===== src/design/edc_pkg.sv =====
// Shared constants for the edge delay control block.
// Assumes a 32-bit AXI4-Lite register bus and 15 selectable edge sources plus one reserved source code.
package edc_pkg;
    // Register byte offsets
    localparam logic [31:0] OFS_CTRL = 32'h0000_0000;
    localparam logic [31:0] OFS_AUX = 32'h0000_0004;
    localparam logic [31:0] OFS_IRQ_STAT = 32'h0000_0008;
    localparam logic [31:0] OFS_IRQ_MASK = 32'h0000_000c;
    // Control register fields
    localparam int B_FIRST_FLAG = 24;
    localparam int B_SENSE = 23;
    localparam int B_POL = 22;
    localparam int B_SRC_HI = 21;
    localparam int B_SRC_LO = 18;
    localparam int B_ON = 15;
    localparam int B_HALT = 13;
    localparam int B_DGEN = 12;
    localparam int B_GATE = 11;
    localparam int B_ORDER = 10;
    localparam logic [31:0] CTRL_WMASK = 32'h00fc_bc00;
    localparam logic [31:0] CTRL_RST = 32'h0000_0000;
    // Auxiliary register fields
    localparam int A_SRC_HI = 3;
    localparam int A_SRC_LO = 0;
    localparam int A_POL = 4;
    localparam int A_SENSE = 5;
    localparam int A_DISCH = 8;
    localparam int A_SECOND_FLAG = 16;
    localparam logic [31:0] AUX_WMASK = 32'h0000_013f;
    localparam logic [31:0] AUX_RST = 32'h0000_0000;
    // Interrupt bits
    localparam int I_FIRST = 0;
    localparam int I_SECOND = 1;
    localparam int NUM_IRQ = 2;
    localparam logic [NUM_IRQ-1:0] IRQ_RST = 2'h0;
    // Edge source codes
    localparam int NUM_SRC = 16;
    localparam int SRC_TIMER = 0;
    localparam int SRC_CMP_ONE = 1;
    localparam int SRC_EXT_TWO = 2;
    localparam int SRC_EXT_ONE = 3;
    localparam int SRC_OCMP_LO = 4;
    localparam int SRC_OCMP_HI = 6;
    localparam int SRC_ICAP_LO = 7;
    localparam int SRC_ICAP_HI = 11;
    localparam int SRC_PCLK = 12;
    localparam int SRC_COMP_ONE = 13;
    localparam int SRC_COMP_TWO = 14;
    localparam logic [3:0] SRC_RESERVED = 4'hf;
    // Bus responses
    localparam logic [1:0] RESP_OKAY = 2'h0;
    localparam logic [1:0] RESP_SLVERR = 2'h2;
    typedef logic [3:0] edc_src_t;
endpackage


===== src/design/edc_ifs.sv =====
// Carriers between the top of the edge delay block and its leaves.
// Assumes all members share the single block clock.
`timescale 1ns/100ps
interface edc_edge_if;
    import edc_pkg::*;
    logic [NUM_SRC-1:0] src;
    edc_src_t sel;
    logic pol;
    logic mode;
    logic hit;
    modport unit (input src, input sel, input pol, input mode, output hit);
    modport ctrl (output src, output sel, output pol, output mode, input hit);
endinterface

interface edc_reg_if;
    logic wr_en;
    logic [31:0] wr_addr;
    logic [31:0] wr_data;
    logic [3:0] wr_strb;
    logic wr_ok;
    logic [31:0] rd_addr;
    logic [31:0] rd_data;
    logic rd_ok;
    modport slave (output wr_en, output wr_addr, output wr_data, output wr_strb, input wr_ok,
                   output rd_addr, input rd_data, input rd_ok);
    modport regs (input wr_en, input wr_addr, input wr_data, input wr_strb, output wr_ok,
                  input rd_addr, output rd_data, output rd_ok);
endinterface


===== src/design/edc_axil_slave.sv =====
// AXI4-Lite slave front end: one write and one read in flight.
// Assumes the register side answers decode and read data combinationally.
`timescale 1ns/100ps
module edc_axil_slave import edc_pkg::*; (
    // Clock and reset
    input wire logic clk_in,
    input wire logic rst_n_in,
    // Write address and data
    input wire logic [31:0] awaddr_in,
    input wire logic awvalid_in,
    output logic awready_out,
    input wire logic [31:0] wdata_in,
    input wire logic [3:0] wstrb_in,
    input wire logic wvalid_in,
    output logic wready_out,
    // Write response
    output logic [1:0] bresp_out,
    output logic bvalid_out,
    input wire logic bready_in,
    // Read
    input wire logic [31:0] araddr_in,
    input wire logic arvalid_in,
    output logic arready_out,
    output logic [31:0] rdata_out,
    output logic [1:0] rresp_out,
    output logic rvalid_out,
    input wire logic rready_in,
    // Register side
    edc_reg_if.slave regs
);
    logic aw_q, w_q, bvalid_q, rvalid_q;
    logic [31:0] awaddr_q, wdata_q, rdata_q;
    logic [3:0] wstrb_q;
    logic [1:0] bresp_q, rresp_q;

    assign awready_out = !aw_q && !bvalid_q;
    assign wready_out = !w_q && !bvalid_q;
    assign arready_out = !rvalid_q;
    wire aw_take = awvalid_in && awready_out;
    wire w_take = wvalid_in && wready_out;
    wire ar_take = arvalid_in && arready_out;
    wire wr_fire = (aw_q || aw_take) && (w_q || w_take);

    assign regs.wr_en = wr_fire;
    assign regs.wr_addr = aw_q ? awaddr_q : awaddr_in;
    assign regs.wr_data = w_q ? wdata_q : wdata_in;
    assign regs.wr_strb = w_q ? wstrb_q : wstrb_in;
    assign regs.rd_addr = araddr_in;
    assign bvalid_out = bvalid_q;
    assign bresp_out = bresp_q;
    assign rvalid_out = rvalid_q;
    assign rdata_out = rdata_q;
    assign rresp_out = rresp_q;

    always_ff @(posedge clk_in or negedge rst_n_in) begin
        if (!rst_n_in) begin
            aw_q <= 1'b0;
            w_q <= 1'b0;
            awaddr_q <= 32'h0;
            wdata_q <= 32'h0;
            wstrb_q <= 4'h0;
        end else begin
            aw_q <= !wr_fire && (aw_q || aw_take);
            w_q <= !wr_fire && (w_q || w_take);
            if (aw_take) begin
                awaddr_q <= awaddr_in;
            end
            if (w_take) begin
                wdata_q <= wdata_in;
                wstrb_q <= wstrb_in;
            end
        end
    end

    always_ff @(posedge clk_in or negedge rst_n_in) begin
        if (!rst_n_in) begin
            bvalid_q <= 1'b0;
            bresp_q <= RESP_OKAY;
        end else if (wr_fire) begin
            bvalid_q <= 1'b1;
            bresp_q <= regs.wr_ok ? RESP_OKAY : RESP_SLVERR;
        end else if (bready_in) begin
            bvalid_q <= 1'b0;
        end
    end

    always_ff @(posedge clk_in or negedge rst_n_in) begin
        if (!rst_n_in) begin
            rvalid_q <= 1'b0;
            rdata_q <= 32'h0;
            rresp_q <= RESP_OKAY;
        end else if (ar_take) begin
            rvalid_q <= 1'b1;
            rdata_q <= regs.rd_ok ? regs.rd_data : 32'h0;
            rresp_q <= regs.rd_ok ? RESP_OKAY : RESP_SLVERR;
        end else if (rready_in) begin
            rvalid_q <= 1'b0;
        end
    end
endmodule // edc_axil_slave


===== src/design/edc_edge_unit.sv =====
// One edge input: source select, polarity and edge or level sensing.
// Assumes sources are synchronous to the block clock.
`timescale 1ns/100ps
module edc_edge_unit import edc_pkg::*; (
    // Clock and reset
    input wire logic clk_in,
    input wire logic rst_n_in,
    // Edge configuration and result
    edc_edge_if.unit bus
);
    logic prev_q;
    wire cur = (bus.sel == SRC_RESERVED) ? 1'b0 : bus.src[bus.sel];
    wire act = bus.pol ? cur : !cur;
    wire was = bus.pol ? prev_q : !prev_q;
    assign bus.hit = (bus.sel != SRC_RESERVED) && act && (!bus.mode || !was);

    always_ff @(posedge clk_in or negedge rst_n_in) begin
        if (!rst_n_in) begin
            prev_q <= 1'b0;
        end else begin
            prev_q <= cur;
        end
    end
endmodule // edc_edge_unit


===== src/design/edc_top.sv =====
// Edge delay control: two conditioned edge inputs, status flags and delay pulse.
// Assumes event sources are synchronous one-clock signals and an AXI4-Lite master.
`timescale 1ns/100ps
module edc_top import edc_pkg::*; (
    // Clock and reset
    input wire logic MCLK_IN,
    input wire logic RST_N_IN,
    // AXI4-Lite write
    input wire logic [31:0] AXI_AWADDR_IN,
    input wire logic AXI_AWVALID_IN,
    output logic AXI_AWREADY_OUT,
    input wire logic [31:0] AXI_WDATA_IN,
    input wire logic [3:0] AXI_WSTRB_IN,
    input wire logic AXI_WVALID_IN,
    output logic AXI_WREADY_OUT,
    output logic [1:0] AXI_BRESP_OUT,
    output logic AXI_BVALID_OUT,
    input wire logic AXI_BREADY_IN,
    // AXI4-Lite read
    input wire logic [31:0] AXI_ARADDR_IN,
    input wire logic AXI_ARVALID_IN,
    output logic AXI_ARREADY_OUT,
    output logic [31:0] AXI_RDATA_OUT,
    output logic [1:0] AXI_RRESP_OUT,
    output logic AXI_RVALID_OUT,
    input wire logic AXI_RREADY_IN,
    // Edge sources
    input wire logic TIMER_EVT_IN,
    input wire logic COMPARE_ONE_EVT_IN,
    input wire logic EXTERNAL_EDGE_PIN_ONE_IN,
    input wire logic EXTERNAL_EDGE_PIN_TWO_IN,
    input wire logic [2:0] OUT_COMPARE_EVT_IN,
    input wire logic [4:0] IN_CAPTURE_EVT_IN,
    input wire logic PERIPHERAL_CLOCK_THREE_IN,
    input wire logic COMPARATOR_ONE_OUTPUT_IN,
    input wire logic COMPARATOR_TWO_OUTPUT_IN,
    // Power state
    input wire logic CHIP_IDLE_IN,
    // Results
    output logic DELAY_PULSE_OUT,
    output logic CHARGE_ACTIVE_OUT,
    output logic SAMPLER_DISCHARGE_OUT,
    output logic IRQ_OUT
);
    logic [31:0] ctrl_q, aux_q;
    logic first_q, second_q, pulse_q, charge_q, disch_q;
    logic [NUM_IRQ-1:0] stat_q, mask_q;
    logic [NUM_SRC-1:0] src_vec;
    logic [1:0] hit_w;
    edc_src_t sel_w [2];
    logic pol_w [2];
    logic mode_w [2];

    edc_reg_if regs();

    edc_axil_slave u_slave (
        .clk_in(MCLK_IN),
        .rst_n_in(RST_N_IN),
        .awaddr_in(AXI_AWADDR_IN),
        .awvalid_in(AXI_AWVALID_IN),
        .awready_out(AXI_AWREADY_OUT),
        .wdata_in(AXI_WDATA_IN),
        .wstrb_in(AXI_WSTRB_IN),
        .wvalid_in(AXI_WVALID_IN),
        .wready_out(AXI_WREADY_OUT),
        .bresp_out(AXI_BRESP_OUT),
        .bvalid_out(AXI_BVALID_OUT),
        .bready_in(AXI_BREADY_IN),
        .araddr_in(AXI_ARADDR_IN),
        .arvalid_in(AXI_ARVALID_IN),
        .arready_out(AXI_ARREADY_OUT),
        .rdata_out(AXI_RDATA_OUT),
        .rresp_out(AXI_RRESP_OUT),
        .rvalid_out(AXI_RVALID_OUT),
        .rready_in(AXI_RREADY_IN),
        .regs(regs.slave)
    );

    // Source code map
    assign src_vec[SRC_TIMER] = TIMER_EVT_IN;
    assign src_vec[SRC_CMP_ONE] = COMPARE_ONE_EVT_IN;
    assign src_vec[SRC_EXT_TWO] = EXTERNAL_EDGE_PIN_TWO_IN;
    assign src_vec[SRC_EXT_ONE] = EXTERNAL_EDGE_PIN_ONE_IN;
    assign src_vec[SRC_OCMP_HI:SRC_OCMP_LO] = OUT_COMPARE_EVT_IN;
    assign src_vec[SRC_ICAP_HI:SRC_ICAP_LO] = IN_CAPTURE_EVT_IN;
    assign src_vec[SRC_PCLK] = PERIPHERAL_CLOCK_THREE_IN;
    assign src_vec[SRC_COMP_ONE] = COMPARATOR_ONE_OUTPUT_IN;
    assign src_vec[SRC_COMP_TWO] = COMPARATOR_TWO_OUTPUT_IN;
    assign src_vec[SRC_RESERVED] = 1'b0;

    // Edge configuration: index 0 first edge, index 1 second edge
    assign sel_w[0] = aux_q[A_SRC_HI:A_SRC_LO];
    assign pol_w[0] = aux_q[A_POL];
    assign mode_w[0] = aux_q[A_SENSE];
    assign sel_w[1] = ctrl_q[B_SRC_HI:B_SRC_LO];
    assign pol_w[1] = ctrl_q[B_POL];
    assign mode_w[1] = ctrl_q[B_SENSE];

    genvar g;
    generate
        for (g = 0; g < 2; g++) begin : g_edge
            edc_edge_if eif();
            assign eif.src = src_vec;
            assign eif.sel = sel_w[g];
            assign eif.pol = pol_w[g];
            assign eif.mode = mode_w[g];
            assign hit_w[g] = eif.hit;
            edc_edge_unit u_unit (
                .clk_in(MCLK_IN),
                .rst_n_in(RST_N_IN),
                .bus(eif.unit)
            );
        end
    endgenerate

    // Address decode and byte lanes
    wire wr_ctrl = regs.wr_en && (regs.wr_addr[31:2] == OFS_CTRL[31:2]);
    wire wr_aux = regs.wr_en && (regs.wr_addr[31:2] == OFS_AUX[31:2]);
    wire wr_stat = regs.wr_en && (regs.wr_addr[31:2] == OFS_IRQ_STAT[31:2]);
    wire wr_mask = regs.wr_en && (regs.wr_addr[31:2] == OFS_IRQ_MASK[31:2]);
    assign regs.wr_ok = regs.wr_addr[31:4] == OFS_CTRL[31:4];
    assign regs.rd_ok = regs.rd_addr[31:4] == OFS_CTRL[31:4];
    wire [31:0] lane = {{8{regs.wr_strb[3]}}, {8{regs.wr_strb[2]}}, {8{regs.wr_strb[1]}}, {8{regs.wr_strb[0]}}};
    wire [31:0] ctrl_d = (ctrl_q & ~(lane & CTRL_WMASK)) | (regs.wr_data & lane & CTRL_WMASK);
    wire [31:0] aux_d = (aux_q & ~(lane & AUX_WMASK)) | (regs.wr_data & lane & AUX_WMASK);
    wire sw_first = wr_ctrl && lane[B_FIRST_FLAG];
    wire sw_second = wr_aux && lane[A_SECOND_FLAG];

    // Edge qualification
    wire on = ctrl_q[B_ON];
    wire halt = ctrl_q[B_HALT];
    wire gate = ctrl_q[B_GATE];
    wire order = ctrl_q[B_ORDER];
    wire dgen = ctrl_q[B_DGEN];
    wire active = on && !(halt && CHIP_IDLE_IN);
    wire ev_ok = active && gate;
    wire set1 = ev_ok && hit_w[0];
    wire set2 = ev_ok && hit_w[1] && (!order || first_q);
    wire [NUM_IRQ-1:0] ev = {set2 && !second_q, set1 && !first_q};
    wire [NUM_IRQ-1:0] w1c = wr_stat ? (regs.wr_data[NUM_IRQ-1:0] & {NUM_IRQ{regs.wr_strb[0]}}) : IRQ_RST;

    always_ff @(posedge MCLK_IN or negedge RST_N_IN) begin
        if (!RST_N_IN) begin
            ctrl_q <= CTRL_RST;
            aux_q <= AUX_RST;
            mask_q <= IRQ_RST;
            stat_q <= IRQ_RST;
        end else begin
            ctrl_q <= wr_ctrl ? ctrl_d : ctrl_q;
            aux_q <= wr_aux ? aux_d : aux_q;
            mask_q <= (wr_mask && regs.wr_strb[0]) ? regs.wr_data[NUM_IRQ-1:0] : mask_q;
            stat_q <= (stat_q & ~w1c) | ev;
        end
    end

    // Edge flags: a hardware edge wins over a software clear
    always_ff @(posedge MCLK_IN or negedge RST_N_IN) begin
        if (!RST_N_IN) begin
            first_q <= 1'b0;
            second_q <= 1'b0;
        end else begin
            first_q <= set1 || (sw_first ? regs.wr_data[B_FIRST_FLAG] : first_q);
            second_q <= set2 || (sw_second ? regs.wr_data[A_SECOND_FLAG] : second_q);
        end
    end

    // Delay pulse, charge window and discharge drive
    always_ff @(posedge MCLK_IN or negedge RST_N_IN) begin
        if (!RST_N_IN) begin
            pulse_q <= 1'b0;
            charge_q <= 1'b0;
            disch_q <= 1'b0;
        end else begin
            pulse_q <= dgen && active && first_q && !second_q;
            charge_q <= active && (first_q ^ second_q);
            disch_q <= on && aux_q[A_DISCH];
        end
    end

    assign DELAY_PULSE_OUT = pulse_q;
    assign CHARGE_ACTIVE_OUT = charge_q;
    assign SAMPLER_DISCHARGE_OUT = disch_q;
    assign IRQ_OUT = |(stat_q & mask_q);

    // Read mux
    wire [31:0] ctrl_rd = ctrl_q | ({31'h0, first_q} << B_FIRST_FLAG);
    wire [31:0] aux_rd = aux_q | ({31'h0, second_q} << A_SECOND_FLAG);
    wire [31:0] stat_rd = {{(32-NUM_IRQ){1'b0}}, stat_q};
    wire [31:0] mask_rd = {{(32-NUM_IRQ){1'b0}}, mask_q};
    wire [1:0] rd_idx = regs.rd_addr[3:2];
    assign regs.rd_data = (rd_idx == OFS_CTRL[3:2]) ? ctrl_rd :
                          (rd_idx == OFS_AUX[3:2]) ? aux_rd :
                          (rd_idx == OFS_IRQ_STAT[3:2]) ? stat_rd : mask_rd;

    wire no_sw = !sw_first && !sw_second;
endmodule // edc_top


===== config.mk =====
export PLATFORM = sky130hd
export DESIGN_NAME = edc_top
export DESIGN_NICKNAME = d
export VERILOG_FILES = /design/src/design/edc_pkg.sv /design/src/design/edc_ifs.sv /design/src/design/edc_axil_slave.sv /design/src/design/edc_edge_unit.sv /design/src/design/edc_top.sv
export SDC_FILE = /design/constraint.sdc
export NUM_CORES = 1
export LEC_CHECK = 0
export BUFFER_PORTS_ARGS = -buffer_cell sky130_fd_sc_hd__buf_2
export CORE_MARGIN = 4
export CORE_UTILIZATION = 25
export DETAILED_ROUTE_END_ITERATION = 12
export PLACE_DENSITY = 0.42
export SKIP_CTS_REPAIR_TIMING = 1
export SLEW_MARGIN = 10
export SYNTH_ARGS = -nofsm -noshare
export SYNTH_HDL_FRONTEND = slang
export SYNTH_SLANG_ARGS = --single-unit

===== constraint.sdc =====
create_clock -name MCLK_IN -period 6.49 [get_ports MCLK_IN]
set_clock_uncertainty 0.1 [all_clocks]
set_input_delay 0.3245 -clock MCLK_IN [delete_from_list [all_inputs] [get_ports MCLK_IN]]
set_output_delay 0.3245 -clock MCLK_IN [all_outputs]
set_load 0.02 [all_outputs]

== Word level (Yosys, flattened, before mapping) ==
Cells that the tools add are included.
Word-level totals
  register bits: 176
  output and inout bits: 45
  input port bits: 123
Cells by class
  bitwise logic cells: 15
  magnitude comparators: 2
  eq/ne operators: 9
  reductions and logical operators: 63
  multiplexer cells: 26
Operator list (count)
  32-bit 2-to-1 mux: 4
  32-bit bitwise AND: 2
  30-bit by 2-bit equality test with 1-bit output, second input constant: 2
  28-bit zero test: 2
  1-bit logical AND: 32
  24-bit NOT with 32-bit output: 1
  9-bit NOT with 32-bit output: 1
  32-bit by 17-bit OR with 32-bit output: 1
  32-bit by 24-bit OR with 32-bit output: 1
  32-bit by 25-bit OR with 32-bit output: 1
  32-bit by 9-bit OR with 32-bit output: 1
  30-bit by 1-bit equality test with 1-bit output, second input constant: 1
  30-bit zero test: 1
  25-bit 2-to-1 mux: 1
  24-bit bitwise AND: 1
  1-bit zero test: 17
  1-bit 2-to-1 mux: 14
  4-bit by 5-bit < comparator with 1-bit output, second input constant: 2
  1-bit binary-select mux with 4-bit select: 2
  4-bit equality test, second input constant: 2
  2-bit 2-to-1 mux: 4
  4-bit inequality test, second input constant: 2
  1-bit logical OR: 7
  2-bit bitwise AND: 3
  other kinds (9): 10

== Depth between registers and ports, before layout ==
  word-level depth: 11
  gate-level depth with buffers: 8

== Hierarchy ==
From an unflattened synthesis, not the netlist that was laid out.
Second synthesis, totals
  cell total of the unflattened synthesis: 591
  area total of the unflattened synthesis: 7053.0 um^2
By module, submodules not included
  edc_axil_slave: cells each 418, seq. area each 2652.5 um^2, times used 1, area each 5123.7 um^2
  edc_top: cells each 135, seq. area each 675.6 um^2, times used 1, area each 1493.9 um^2
  edc_edge_unit: cells each 19, seq. area each 25.0 um^2, times used 2, area each 217.7 um^2

== Worst setup path before layout ==
Ideal clock, no wire load.
  kind: flip-flop to flip-flop
  start point: register u_slave.bvalid_q, in the netlist u_slave.bvalid_out
  end point: register (tool-made name)
  setup slack: 4.200 ns
  data required time: 6.265 ns
  cell stages (with the launch flop): 8
  data arrival time: 2.065 ns
  period minus slack after synthesis: 2.290 ns
  path through: dfrtp_1 -> nor2_1 -> and2_1 -> buf_6 -> nand4_1 -> a221oi_2 -> nand3_1 -> mux2_2
RTL lines
  start, declared: RTL line edc_axil_slave.sv:31  | logic aw_q, w_q, bvalid_q, rvalid_q;
  start signal, assigned: RTL line edc_axil_slave.sv:77  | bvalid_q <= 1'b0;
  start signal, assigned: RTL line edc_axil_slave.sv:80  | bvalid_q <= 1'b1;
  start signal, assigned: RTL line edc_axil_slave.sv:83  | bvalid_q <= 1'b0;

==> out/qor.csv <==
metric;value;unit
maxCapViolations;0;
route.detailed.drc;0;
synth_flop_cell;dfrtp_1;
grt_max_degree;81;
cts_tree;yes;
cp-end-kind;flip-flop;
cts_buffers;9;
max_stage_delay;0.57;ns
antenna_found_initial;3;
final_common_cell;buf_2;
vdd_ir_drop_max;218.8;µV
dp_slack;3.458;ns
async_flop_share;1.000;
clkTransAtPathRegs;0.07;ns
wl_per_cell;16.58;µm
die_w;152.0;µm
arrival;3.11;ns
vias;3667;
path_cells;nor2_1, and2_1, buf_4, nand4_1, a221oi_2, buf_4, nand3_1, mux2_2;
hpwlAfterDp;9934;µm
port_buffers;137;
clk_latency;0.35;ns
powerDensity;329.5;nW/µm²
synthCells;399;
fin_setup_tns;0;ns
tightest_slew;1.049;ns
ant_nets;0;
final_cell_mix;buf_2, dfrtp_1, mux2_2;
ys_types;48;
worst_ep_required_time;6.63;ns
worstPathBufferInverterCount;2;
nets;654;
crit_path_max_fanout;33;
die_area;23100;µm²
gp_congestion;0.8899;
numClockSinks;109;
grt_pass1_wl;21760;µm
synth.yosys.seq_area_share;0.5263;
cp_slowest_cell;dfrtp_1;
rows;52;
final_layout_size_suffix_gt1_frac;0.4963;
core;20300;µm²
cts_buffer_depth;2;
synth_warnings;0;
synth_area_per_cell;12.99;µm²
synth_area_leaders;dfrtp_1, mux2_2, a22o_1;
rsz0062_at_grt;false;
finalCriticalPeriod;2.974;ns
crit_family;simple AND/OR/NAND/NOR gates;
synth-seq-cells;109;
firstDrtPassIters;4;
setup_ws;3.516;ns
via_per_inst;4.544;
post-route-period-util;0.4583;
die_h;152.0;µm
worst_path_most_repeated_cell;buf_4;
critPathLaunchType;flip-flop;
htreeDepth;3;
overflow;0;
critical_path_class;flip-flop to flip-flop;
ios;168;
syn-cell-area;5182;µm²
first_iter_violations;132;
slew_headroom;0.3007;
final_core_util;0.3143;
grt_pass1_vias;3936;
synth_top_cell_by_area;dfrtp_1;
synth_top_area_share;0.5263;
report.final.slew_viol_count;0;
hold_violations;0;
fmaxAchievable;336.2;MHz
finalSetupViolations;0;
status;finished, final reports clean;
synth_edf_count;0;
root_buffer;clkbuf_16;
syn2layout_area_growth;23.10;%
wirelength;13380;µm
min_path_type;primary input to flip-flop;
start_util;0.2553;
p_leak;2.895;nW
nFillCells;2132;
track_usage;0.1173;
hold_ws;0.06132;ns
-- Yosys cell counts, types with 2 or more instances --
cell / n
dfrtp_1: 109
mux2_2: 94
a22o_1: 19
nor4_1: 18
clkbuf_1: 16
buf_4: 14
nand2_1: 14
nor2_1: 14
mux2i_1: 9
o21ai_0: 8
inv_1: 6
mux4_2: 6
a21oi_1: 5
nand3_1: 5
nor2b_1: 5
nor3_1: 5
nand4_1: 4
and2_1: 3
buf_6: 3
nand3b_1: 3
o211ai_1: 3
xnor2_1: 3
a31oi_1: 2
and4bb_2: 2
nor3b_1: 2
o22ai_1: 2
o32ai_1: 2
or4_1: 2
xor2_1: 2
-- layer usage --
metal  part of all wire  routed length (µm)  vias up  global-route usage
met5             0.0031                  42        -                   0
met4             0.0067                  89        6             0.01926
met3              0.087                1162       11             0.05432
met2               0.47                6274      136              0.1895
met1               0.43                5809     1776              0.1469
li1                   -                   -     1738                   -
-- power breakdown --
part	internal, mW	switching [mW]
registers	0.865	0.107
logic	0.320	0.266
clock network	0.279	0.266
-- cell families after synthesis --
family | after synthesis | synth area share
AOI/OAI and AO/OA | 50 | 0.07364
xor gates and xnor gates | 5 | 0.008452
other | 1 | 0.0007236
buffers and inverters | 42 | 0.04804
muxes | 109 | 0.2477
DFF | 109 | 0.5263
and+or+nand+nor | 83 | 0.09512
-- worst reg2reg max path: stages, from the launching register on --
cell	delay [ns]
dfrtp_1	0.57
nor2_1	0.24
and2_1	0.14
buf_4	0.37
nand4_1	0.23
a221oi_2	0.26
buf_4	0.24
nand3_1	0.33
mux2_2	0.39
-- final cells by class --
cell class / instances / area (µm²) / area share
Sequential cell: 109 / 2728 / 0.4275
Multi-Input combinational cell: 261 / 2255 / 0.3534
Timing Repair Buffer: 144 / 743.2 / 0.1165
Tap cell: 270 / 337.8 / 0.05295
Clock buffer: 10 / 239.0 / 0.03746
Clock inverter: 6 / 52.55 / 0.008237
Inverter: 6 / 22.52 / 0.003530
Antenna cell: 1 / 2.502 / 0.0003922
-- final timing paths --
| check | cells after the start | end | startpoint | slack (ns) |
|---|---|---|---|---|
| hold reg to reg | 1 | u_slave.rdata_out[21]$_DFFE_PN0P_ | u_slave.rdata_out[21]$_DFFE_PN0P_ | 0.40 |
| min in group asynchronous | 2 | u_slave.rdata_out[18]$_DFFE_PN0P_ | RST_N_IN | 0.34 |
| setup reg to reg | 8 | flip-flop | u_slave.aw_q$_DFF_PN0_ | 3.52 |
| hold / removal | 2 | u_slave.rvalid_out$_DFFE_PN0P_ | AXI_RREADY_IN | 0.06 |
| max in group asynchronous | 3 | u_slave.wdata_q[24]$_DFFE_PN0P_ | RST_N_IN | 4.56 |
| setup / recovery | 8 | flip-flop | u_slave.aw_q$_DFF_PN0_ | 3.52 |
-- per-stage QoR --
stage | total power, mW | instances | cell area (µm²)
after floorplan | 1.427 | 412 | 5231
after global placement | 1.558 | 789 | 6076
after detailed placement | 1.587 | 789 | 6076
after CTS | 2.148 | 805 | 6367
after global routing | 2.244 | 806 | 6377
final | 2.102 | 807 | 6380
(Power assumes the default switching activity.)
